### src/pulse_timer_consts.svh
// Constants for the pulse timer: tick base, widths and limits.
// Assumes inclusion by bare name from the package and design file.
`ifndef PULSE_TIMER_CONSTS_SVH
`define PULSE_TIMER_CONSTS_SVH
`define CLK_FREQ_HZ        50000000
`define TICK_PERIOD_US     1000
`define TICK_CYCLES        ((`CLK_FREQ_HZ / 1000000) * `TICK_PERIOD_US)
`define TIME_WIDTH         27
`define TIME_MAX           27'h5f5dd18
`endif

### src/pulse_timer_pkg.sv
// Types shared by the pulse timer.
// Assumes the constants header sits in the same folder.
`include "pulse_timer_consts.svh"
package pulse_timer_pkg;
  typedef enum logic [0:0] {
    FUNC_OFF,
    FUNC_PULSE
  } func_t;
  typedef enum {
    ST_IDLE,
    ST_RUN
  } state_t;
endpackage

### src/pulse_timer_block.sv
// Retriggerable on-pulse timer with a disabled mode and readable elapsed time.
// Assumes run_in is asynchronous; configuration ports are static or mclk-synchronous.
`timescale 1ns/1ps
`include "pulse_timer_consts.svh"
module pulse_timer_block
  import pulse_timer_pkg::*;
#(
  parameter int TICK_CYCLES = `TICK_CYCLES
)(
  input  wire logic                     mclk,
  input  wire logic                     resetn,
  input  wire logic                     run_in,
  input  wire logic                     func_pulse,
  input  wire logic                     run_active_high,
  input  wire logic                     out_active_high,
  input  wire logic [`TIME_WIDTH-1:0]   duration,
  output logic                          timer_out,
  output logic [`TIME_WIDTH-1:0]        elapsed
);

  logic rst_s1_q;
  logic rst_s2_q;
  logic run_s1_q;
  logic run_s2_q;
  logic run_prev_q;

  always_ff @(posedge mclk or negedge resetn)
  begin
    if (!resetn)
    begin
      rst_s1_q <= 1'b0;
      rst_s2_q <= 1'b0;
    end
    else
    begin
      rst_s1_q <= 1'b1;
      rst_s2_q <= rst_s1_q;
    end
  end

  wire logic rst_n = rst_s2_q;

  always_ff @(posedge mclk or negedge rst_n)
  begin
    if (!rst_n)
    begin
      run_s1_q   <= 1'b0;
      run_s2_q   <= 1'b0;
      run_prev_q <= 1'b0;
    end
    else
    begin
      run_s1_q   <= run_in;
      run_s2_q   <= run_s1_q;
      run_prev_q <= run_s2_q;
    end
  end

  // Three edges after release are needed before the synchroniser and the previous
  // sample both hold the pin level. Until then a difference between them is only the
  // flops filling from their reset value, so it must not count as a run edge.
  logic [1:0] warm_q;
  logic [1:0] warm_d;
  logic       warm;

  always_comb
  begin
    warm_d = warm_q;
    if (warm_q != 2'h3)
      warm_d = warm_q + 2'h1;
  end

  always_ff @(posedge mclk or negedge rst_n)
  begin
    if (!rst_n)
      warm_q <= 2'h0;
    else
      warm_q <= warm_d;
  end

  assign warm = (warm_q == 2'h3);

  // A pin that idles high would otherwise give a false rising edge right after reset.
  logic trig;
  always_comb
  begin
    if (run_active_high)
      trig = warm & run_s2_q & ~run_prev_q;
    else
      trig = warm & ~run_s2_q & run_prev_q;
  end

  // Duration above the range is clamped so the pulse length stays bounded.
  logic [`TIME_WIDTH-1:0] dur_lim;
  assign dur_lim = (duration > `TIME_MAX) ? `TIME_MAX : duration;

  logic [31:0]            tick_cnt_q;
  logic [31:0]            tick_cnt_d;
  logic                   tick;
  state_t                 state_q;
  state_t                 state_d;
  logic [`TIME_WIDTH-1:0] elapsed_q;
  logic [`TIME_WIDTH-1:0] elapsed_d;
  logic                   out_q;
  logic                   out_d;

  assign tick = (tick_cnt_q == 32'(TICK_CYCLES - 1));

  // The tick counter free-runs rather than restarting on a trigger, so the first
  // count of a pulse lands anywhere within one tick; a pulse may be up to one tick short.
  always_comb
  begin
    tick_cnt_d = tick ? 32'h0 : tick_cnt_q + 32'h1;
  end

  always_ff @(posedge mclk or negedge rst_n)
  begin
    if (!rst_n)
      tick_cnt_q <= 32'h0;
    else
      tick_cnt_q <= tick_cnt_d;
  end

  always_comb
  begin
    state_d    = state_q;
    elapsed_d  = elapsed_q;
    case (state_q)
      ST_IDLE:
      begin
        elapsed_d = '0;
        if (func_pulse && trig)
        begin
          if (dur_lim != '0)
            state_d = ST_RUN;
        end
      end
      ST_RUN:
      begin
        if (!func_pulse)
        begin
          state_d   = ST_IDLE;
          elapsed_d = '0;
        end
        else if (trig)
          elapsed_d = '0;
        else if (elapsed_q >= dur_lim)
        begin
          state_d   = ST_IDLE;
          elapsed_d = '0;
        end
        else if (tick)
        begin
          // Run input is not looked at here, so an early release keeps the pulse.
          elapsed_d = elapsed_q + `TIME_WIDTH'(1);
          if (elapsed_d >= dur_lim)
          begin
            state_d   = ST_IDLE;
            elapsed_d = '0;
          end
        end
      end
      default:
      begin
        state_d   = ST_IDLE;
        elapsed_d = '0;
      end
    endcase
    // Output takes the active level while running and its opposite otherwise; reset loads 0 at either polarity.
    out_d = (state_d == ST_RUN) ? out_active_high : ~out_active_high;
  end

  always_ff @(posedge mclk or negedge rst_n)
  begin
    if (!rst_n)
    begin
      state_q    <= ST_IDLE;
      elapsed_q  <= '0;
      out_q      <= 1'b0;
    end
    else
    begin
      state_q    <= state_d;
      elapsed_q  <= elapsed_d;
      out_q      <= out_d;
    end
  end

  assign timer_out = out_q;
  assign elapsed   = elapsed_q;

endmodule // pulse_timer_block

### config.mk
export PLATFORM = sky130hd
export DESIGN_NAME = pulse_timer_block
export DESIGN_NICKNAME = d
export VERILOG_FILES = /design/src/pulse_timer_pkg.sv /design/src/pulse_timer_block.sv
export VERILOG_INCLUDE_DIRS = /design/src
export SDC_FILE = /design/constraint.sdc
export NUM_CORES = 1
export LEC_CHECK = 0
export BUFFER_PORTS_ARGS = -buffer_cell sky130_fd_sc_hd__buf_2
export CORE_ASPECT_RATIO = 0.9
export CORE_MARGIN = 2
export CORE_UTILIZATION = 50
export CTS_BUF_LIST = sky130_fd_sc_hd__clkbuf_4 sky130_fd_sc_hd__clkbuf_8 sky130_fd_sc_hd__clkbuf_16
export DETAILED_ROUTE_END_ITERATION = 7
export GPL_TIMING_DRIVEN = 0
export PLACE_DENSITY = 0.69
export SYNTH_ARGS = -nofsm -noshare
export SYNTH_HDL_FRONTEND = slang
export SYNTH_SLANG_ARGS = --single-unit
### constraint.sdc
create_clock -name mclk -period 3.3 [get_ports mclk]
set_clock_uncertainty 0.1 [all_clocks]
set_input_delay 0.495 -clock mclk [delete_from_list [all_inputs] [get_ports mclk]]
set_output_delay 0.495 -clock mclk [all_outputs]
set_load 0.05 [all_outputs]
-- After elaboration in Yosys (flattened, before gate mapping)
Cells that the tools add are included.
- register bits after elaboration: 99
- logic and storage cells: 50
- reductions and logical operators: 3
- equality and inequality tests: 6
- bitwise operators: 7
- magnitude comparators: 3
- $add $sub $neg: 3
- multiplexer cells: 18
- operators with widths (cell ; count):
    two-way mux 32 bit ; 8
    two-way mux 27 bit ; 7
    one-hot mux 32 bit (2 select lines) ; 1
    greater-or-equal comparator 27 bit ; 2
    adder 32 x 1 -> 32 bit, second input constant ; 1
    equality test 32 x 1 -> 1 bit, second input constant ; 1
    equality test 32 x 16 -> 1 bit, second input constant ; 1
    equality test 32 x 2 -> 1 bit, second input constant ; 1
    zero test 32 bit ; 1
    adder 27 x 1 -> 27 bit, second input constant ; 1
    greater-than comparator 27 bit, second input constant ; 1
    nonzero test 27 bit ; 1
    inequality test 5 bit, second input constant ; 1
    bitwise AND 1 bit ; 4
    NOT 1 bit ; 3
    adder 2 x 1 -> 2 bit, second input constant ; 1
    equality test 2 bit, second input constant ; 1
    two-way mux 1 bit ; 2
    inequality test 2 bit, second input constant ; 1
    logical AND 1 bit ; 1

-- Depth between registers and ports, before layout
Gate-level depths: netlist (run 1).
- word-level depth: 11
- gate-level depth with buffers: 18
- depth with buffers taken out: 15

-- Worst setup path before layout (run 1)
No wires, ideal clock.
- path type: input -> register
- from: input duration[20]
- to: register elapsed_q[0] (netlist: elapsed[0])
- slack: -1.138 ns
- data required time: 3.064 ns
- arrival: 4.201 ns
- stages on the path: 16
- path through: nand4_1 -> or4b_1 -> or4_1 -> o31a_2 -> buf_6 -> nand2b_4 -> ha_1 -> and3_1 -> nand3_1 -> or4_1 -> a21oi_1 -> o31ai_1 -> or3b_2 -> buf_2 -> buf_1 -> a21oi_1
- word-level cells in the longest chain between the ends: 9
- RTL lines (what ; line ; text):
    from (decl) ; pulse_timer_block.sv:16 ; input wire logic [`TIME_WIDTH-1:0] duration,
    greater-than comparator 27 bit (no line) ; -- ;
    two-way mux 27 bit * ; pulse_timer_block.sv:95 ; assign dur_lim = (duration > `TIME_MAX) ? `TIME_MAX : duration;
    greater-or-equal comparator 27 bit ; pulse_timer_block.sv:156 ; if (elapsed_d >= dur_lim)
    two-way mux 27 bit ; pulse_timer_block.sv:156 ;
    two-way mux 27 bit ; pulse_timer_block.sv:152 ; else if (tick)
    two-way mux 27 bit ; pulse_timer_block.sv:147 ; else if (elapsed_q >= dur_lim)
    two-way mux 27 bit ; pulse_timer_block.sv:145 ; else if (trig)
    two-way mux 27 bit ; pulse_timer_block.sv:140 ; if (!func_pulse)
    two-way mux 27 bit ; pulse_timer_block.sv:128 ; case (state_q)
    to (signal assigned) ; pulse_timer_block.sv:184 ; elapsed_q <= elapsed_d;
    to (decl) ; pulse_timer_block.sv:102 ; logic [`TIME_WIDTH-1:0] elapsed_q;
Every way passes the cells marked *; elsewhere a longest branch is shown, timed or not. The select of a mux whose other input is x is not followed.
A chain may end at the register's enable or synchronous reset.

-- Final worst setup path (run 1)
- from: input duration[20]
- to: register elapsed_q[1] (netlist: elapsed[1])
Same word-level chain as after synthesis.

==> results of run 1 <==
[per-stage QoR]
step | instances | total power (uW) | hold slack [ns]
3_3_place_gp | 856 | 1438 | 0.1803
4_1_cts | 896 | 2529 | 0.1313
5_1_grt | 909 | 2620 | 0.1228
6_report | 909 | 2512 | 0.1446
2_1_floorplan | 640 | 1378 | 0.09941
3_5_place_dp | 857 | 1451 | 0.1822
[per-layer routing]
| metal | GRT usage, % | share of wire (%) |
|---|---|---|
| met1 | 32.88 | 43 |
| met2 | 42.69 | 48 |
| met3 | 5.687 | 6.2 |
| met4 | 12.56 | 3.2 |
| met5 | 0 | 0 |
[critical path: stages]
cell and delay (ns):
buf_8 0.07, nand4_1 0.10, or4b_4 0.51, or4_4 0.45, o21ai_2 0.18, o31a_4 0.22
buf_8 0.13, nor2_2 0.05, ha_1 0.32, and3_4 0.20, nand3_4 0.06, or4_4 0.56
a21oi_4 0.21, o31ai_4 0.10, or3b_4 0.36, buf_6 0.13, buf_12 0.11, a21oi_2 0.03
[repair_timing]
item / 4_1_cts / 5_1_grt
resized for setup: 68 / 32
cloned: 2 / 0
endpoints found under the setup margin: 29 / 29
setup buffers: 20 / 15
pin swaps: 13 / 13
hold endpoints to repair: 2 / 0
hold buffers: 1 / 0
[area by class of cell]
type,instances,area [um^2],area share (%)
inverter,9,38.79,0.4982
timing repair buffer,98,694.4,8.920
tap,156,195.2,2.507
multi-input combinational,517,3938,50.58
clock buffer,9,225.2,2.893
sequential,99,2491,32.00
buffer,14,132.6,1.704
clock inverter,7,70.07,0.9000
[Yosys cell counts, types with 2 or more instances]
cell	number	area (um^2)
nand4_1	18	112.6
nor2_1	42	157.7
or3_1	2	12.51
nand2b_4	5	68.82
a31oi_1	4	25.02
and2_1	2	12.51
and3_1	19	118.9
nor3_1	17	85.08
nand2_1	65	244.0
buf_1	2	7.510
xnor2_1	33	289.0
a21oi_1	48	240.2
nand3_1	61	305.3
nor4b_1	3	26.28
nor4_1	23	143.9
conb_1	2	7.510
xor2_1	24	210.2
clkbuf_1	8	30.03
a21o_1	4	30.03
and4_1	5	43.79
dfrtp_1	99	2477
or4_1	4	30.03
o21ai_0	12	60.06
nand3b_1	3	22.52
ha_1	57	713.2
o211ai_1	3	22.52
nand2b_1	8	50.05
buf_2	2	10.01
nor2b_1	3	18.77
inv_1	9	33.78
[sequential cells by signal (all words and copies together) (netlist names)]
signal      flops
elapsed        27
timer_out       1
rst_n           1
run_s2_q        1
state_q        32
run_prev_q      1
rst_s1_q        1
tick_cnt_q     32
run_s1_q        1
warm_q          2
[kinds of logic after synthesis]
family	after synthesis	share of synthesized area, %
AND/OR/NAND/NOR	285	25.81
flip-flops	99	42.58
AO/OA/AOI/OAI	85	8.538
adder cells (fa/ha/maj)	57	12.26
XOR/XNOR	57	8.581
buffers and inverters	24	1.914
other	2	0.1291
multiplexers	1	0.1935
[power by group]
part           total, uW  leakage (uW)  switching, uW  internal, uW
Clock               1030      0.000134            505           530
Sequential          1250       0.00126           18.9          1240
Combinational        222       0.00214            124          98.6
Total               2510       0.00354            648          1860
[final timing paths]
path	from	to	slack, ns	cells past startpoint
setup reg to reg	elapsed[8]	timer_out	-0.58	15
setup / recovery	duration[20]	elapsed[1]	-0.88	18
hold reg to reg	rst_n	tick_cnt_q[30]	0.21	0
max in group asynchronous	rst_n	elapsed[20]	2.22	1
hold / removal	run_in	run_s1_q	0.14	1
min in group asynchronous	rst_n	tick_cnt_q[30]	0.21	0
==> key figures, run 1 <==
Drt
  • Avg WL per Cell: between 15 and 20 um
  • Vias: 5,292
  • Detailed Routing Iterations Pass 1: 5
  • Iteration-0 DRC count of the detailed router: around 420
  • Drt total wl: 16.23 mm
  • Vias per cell: 5.822
  • # DRC: 0
  • Post-DRT Antenna Nets: 0

Timing
  • Tcrit/Tclk final: 126.8%
  • Fin. Hold Viols: 0
  • Min cycle time layout: 4.183 ns
  • Final WS setup: -0.8830 ns
  • # setup viols final: 29
  • Total Neg Setup Slack: -23.48 ns
  • Slew of the pin with the lowest slew margin: 1.025 ns
  • Slew HR: 31.02%
  • Slew Limit Fails: 0
  • RSZ-0062 raised after global routing: yes
  • Fmax: 239.1 MHz

Cells and area
  • Nets@finish: 838
  • Most common cell after layout, fill and taps aside: dfrtp_1
  • Filler cells: 891
  • Commonest cells after routing, fill and taps aside: dfrtp_1, nand2_1, nand3_1
  • Share of cells above drive strength 1: 29.75%
  • Diodes inserted: 0
  • Area growth, synth to finish: 33.81%
  • Design area: approximately 7800 um^2
  • Utilization after layout: about 68%

CTS
  • Number of CTS-inserted buffers: 9
  • Clk slew on worst S/H paths: about 0.070 ns
  • Worst skew pair latency: between 0.3 and 0.4 ns
  • Sink Count: 99
  • TritonCTS clock tree: built
  • H-tree levels: 3
  • Root buffer cell: clkbuf_16
  • CTS max path bufs: 2

Critical path
  • Crit-path max FO: 7
  • CP Launch Type: input port
  • Crit path kind: input port to flip-flop
  • Worst EP arrival: 4.32 ns
  • Setup crit end kind: flip-flop
  • Critical Path RT: 3.44 ns

GRT
  • Initial antenna violation count: 0
  • Vias in the first global route: 5,276
  • Largest net degree at the start of global routing: 60
  • First-pass GRT wire length: ~26 mm
  • All-Layer GR Usage: 26.04%
  • Gr ovfl total: 0

Worst hold path
  • Hold Crit Class: input port to flip-flop

Die
  • Die height: 106.3 um
  • Core ar.: 11,390 um^2
  • Cell Rows: 37
  • Starting density of the core: 51.09%
  • Io pins: between 60 and 70
  • Chip width: 117.7 um
  • Die area: 12,520 um^2

Yosys
  • Netlist cell types: 53
  • Ys flop type: dfrtp_1
  • Avg Cell Area, Syn: 9.538 um^2
  • Ys async rst share: 100.0%
  • Yosys reg bits: between 90 and 100
  • Synthesized instance count: 610
  • Post-synthesis sequential area ratio: roughly 43%
  • Post-synthesis cell area: 5818 um^2
  • Yosys warns: 0
  • Post-synth EDFFs: 0

Power
  • Max IR drop VDD: 0.4447 mV
  • Pwr dens: 322.6 nW/um^2
  • Leakage: roughly 0.0035 uW

Placement
  • Port Buffers: 60
  • Placed Area: 6730 um^2
  • Dpl ws: -1.526 ns
  • Post-DP HPWL: 11.14 mm
  • GPL Wtd Cong: around 0.97

Run status
  • Failing checks: setup timing
  • Status: finished with violations

Run
  • Maxcap violations: 0
No activity file was read; power rests on OpenSTA's default activity.
==> run 2, diff against run 1 <==
--- a/config.mk
+++ b/config.mk
@@ -14,6 +14,7 @@
 export DETAILED_ROUTE_END_ITERATION = 7
 export GPL_TIMING_DRIVEN = 0
 export PLACE_DENSITY = 0.69
+export RECOVER_POWER = 100
 export SYNTH_ARGS = -nofsm -noshare
 export SYNTH_HDL_FRONTEND = slang
 export SYNTH_SLANG_ARGS = --single-unit
==> run 2 against run 1 <==
Against the previous run:
- the run ends with capacitance limit, slew limit, setup timing left
- sequential cell count unchanged
- via count about the same
- clock power about the same
- register-to-register slack worse by 0.02 ns
- combinational power about the same
- hold slack better by 0.0018 ns
==> key figures, run 2 (synthesized netlist as in run 1, its figures left out) <==
Critical path
  • Crit. path cell count: 18
  • Critical path's slowest cell: or4_4
  • Worst setup startpoint: duration[20]
  • Crit path kind: input port to flip-flop
  • FF-to-FF path depth: 14
  • Reg2reg end: timer_out
  • Worst EP arrival: between 4 and 5 ns
  • Setup crit end kind: flip-flop
  • Worst reg2reg path startpoint: elapsed[12]
  • Worst path cell trace: buf_8 > nand4_1 > or4b_4 > or4_4 > o21ai_2 > o31a_4 > buf_8 > nor2_2 > ha_1 > and3_4 > nand3_4 > or4_4 > a21oi_4 > o31ai_4 > or3b_4 > buf_6 > buf_12 > a21oi_2
  • Crit-path max FO: 7
  • Crit path capture: elapsed[1]
  • Bufs and invs on worst path: 4
  • CP delay by family, top: simple AND/OR/NAND/NOR gates
  • Biggest cell delay along the critical path: 0.56 ns
  • CP Launch Type: input port
  • Critical Path RT: roughly 3.4 ns
  • R2R Setup Slk: -0.60 ns

Power
  • Sw Share: 25.86%
  • Leakage: around 0.0034 uW
  • Gate power share: 8.7%
  • Internal: 1860 uW
  • Clock power frac: 41.3%
  • Switching power of the nets: roughly 650 uW
  • Max IR drop VDD: 0.4441 mV
  • Pwr dens: roughly 320 nW/um^2
  • Register share of total power: 50.0%
  • Total power draw: roughly 2500 uW

Cells and area
  • Share of cells above drive strength 1: 25.76%
  • Commonest cells after routing, fill and taps aside: dfrtp_1, nand2_1, nand3_1
  • Design area: 7722 um^2
  • Diodes inserted: 0
  • Filler cells: 911
  • Most common cell after layout, fill and taps aside: dfrtp_1
  • Area growth, synth to finish: 32.73%
  • Nets@finish: 838

Placement
  • Placed Area: 6730 um^2
  • GPL Wtd Cong: 0.9728
  • Port Buffers: 60
  • Post-DP HPWL: 11.14 mm
  • Dpl ws: -1.526 ns

Die
  • Starting density of the core: 51.09%
  • Chip width: 117.7 um
  • Die height: approximately 110 um
  • Die area: 12,520 um^2
  • Core ar.: 11,390 um^2
  • Cell Rows: 37
  • Io pins: 61

GRT
  • Initial antenna violation count: 0
  • Vias in the first global route: 5,276
  • Gr ovfl total: 0
  • All-Layer GR Usage: 26.04%
  • First-pass GRT wire length: between 20 and 30 mm
  • Largest net degree at the start of global routing: 60

Drt
  • Post-DRT Antenna Nets: 0
  • Drt total wl: between 15 and 20 mm
  • Avg WL per Cell: 17.92 um
  • Vias per cell: 5.826
  • Detailed Routing Iterations Pass 1: 5
  • Vias: around 5.3k
  • # DRC: 0
  • Iteration-0 DRC count of the detailed router: 414

Timing
  • RSZ-0062 raised after global routing: yes
  • Final WS setup: -0.8655 ns
  • # setup viols final: 29
  • Slew Limit Fails: 40
  • Min cycle time layout: around 4.2 ns
  • Slew of the pin with the lowest slew margin: 1.517 ns
  • Slew HR: -1.106%
  • Tcrit/Tclk final: 126.2%
  • Total Neg Setup Slack: -23.01 ns
  • Fmax: ~240 MHz
  • Fin. Hold Viols: 0

Worst hold path
  • Hold Crit Class: input port to flip-flop

CTS
  • Clk slew on worst S/H paths: ~0.070 ns
  • H-tree levels: 3
  • Root buffer cell: clkbuf_16
  • Worst skew pair latency: about 0.35 ns
  • TritonCTS clock tree: built
  • Number of CTS-inserted buffers: 9
  • Sink Count: 99
  • CTS max path bufs: 2

Run status
  • Status: finished with violations
  • Failing checks: capacitance limit, slew limit, setup timing

Run
  • Maxcap violations: 1
run 2: cell count changes in the layout (fill, tap and decap cells not counted):
cell      change
and2_0        +1
dfrtp_1       +1
dfrtp_4       -1
buf_16        -1
buf_2        -28
and2_1        -1
clkbuf_1     +29
run 2: through the flow:
stage	hold WS [ns]	cells	util, %
2_1_floorplan	0.09941	640	-
3_3_place_gp	0.1803	856	58.82
3_5_place_dp	0.1822	857	59.10
4_1_cts	0.1313	896	66.40
5_1_grt	0.1228	909	67.81
6_report	0.1464	909	67.81
run 2: how the worst min path moves through the flow:
stage	slack, ns	from	endpoint	cells past startpoint
5_1_grt	0.12	run_in	run_s1_q	1
6_report	0.15	run_in	run_s1_q	1
4_1_cts	0.13	run_in	run_s1_q	1
3_3_place_gp	0.18	resetn	rst_s1_q	1
2_1_floorplan	0.1	resetn	rst_n	0
3_5_place_dp	0.18	resetn	rst_s1_q	1
run 2: metal layers:
layer	global-route usage [%]	part of all wire, %	vias to the layer above
li1	-	-	2466
met1	32.88	42	2590
met2	42.69	48	191
met3	5.687	6.6	49
met4	12.56	3.2	0
met5	0	0	-
run 2: final cells by class:
class | count | area (um^2) | share of cell area (%)
Buffer | 14 | 132.6 | 1.717
Sequential cell | 99 | 2487 | 32.21
Clock buffer | 9 | 225.2 | 2.916
Tap cell | 156 | 195.2 | 2.528
Clock inverter | 7 | 70.07 | 0.9073
Timing Repair Buffer | 98 | 635.6 | 8.231
Multi-Input combinational cell | 517 | 3938 | 50.99
Inverter | 9 | 38.79 | 0.5023
run 2: power by group through the flow:
stage / Clock, uW / Combinational [uW] / Sequential, uW
final: 1040 / 219 / 1250
after global routing: 1120 / 239 / 1260
after CTS: 1070 / 205 / 1260
after detailed placement: 0 / 171 / 1280
after global placement: 0 / 148 / 1290
after floorplan: 0 / 93.2 / 1290
run 2: repair_timing:
action                                  CTS  global route
pin swaps                                13            13
endpoints found under the setup margin   29            29
endpoints found under the hold margin     2             0
gates resized for setup                  68            32
buffers inserted                         20            15
hold buffers                              1             0
gates cloned                              2             0
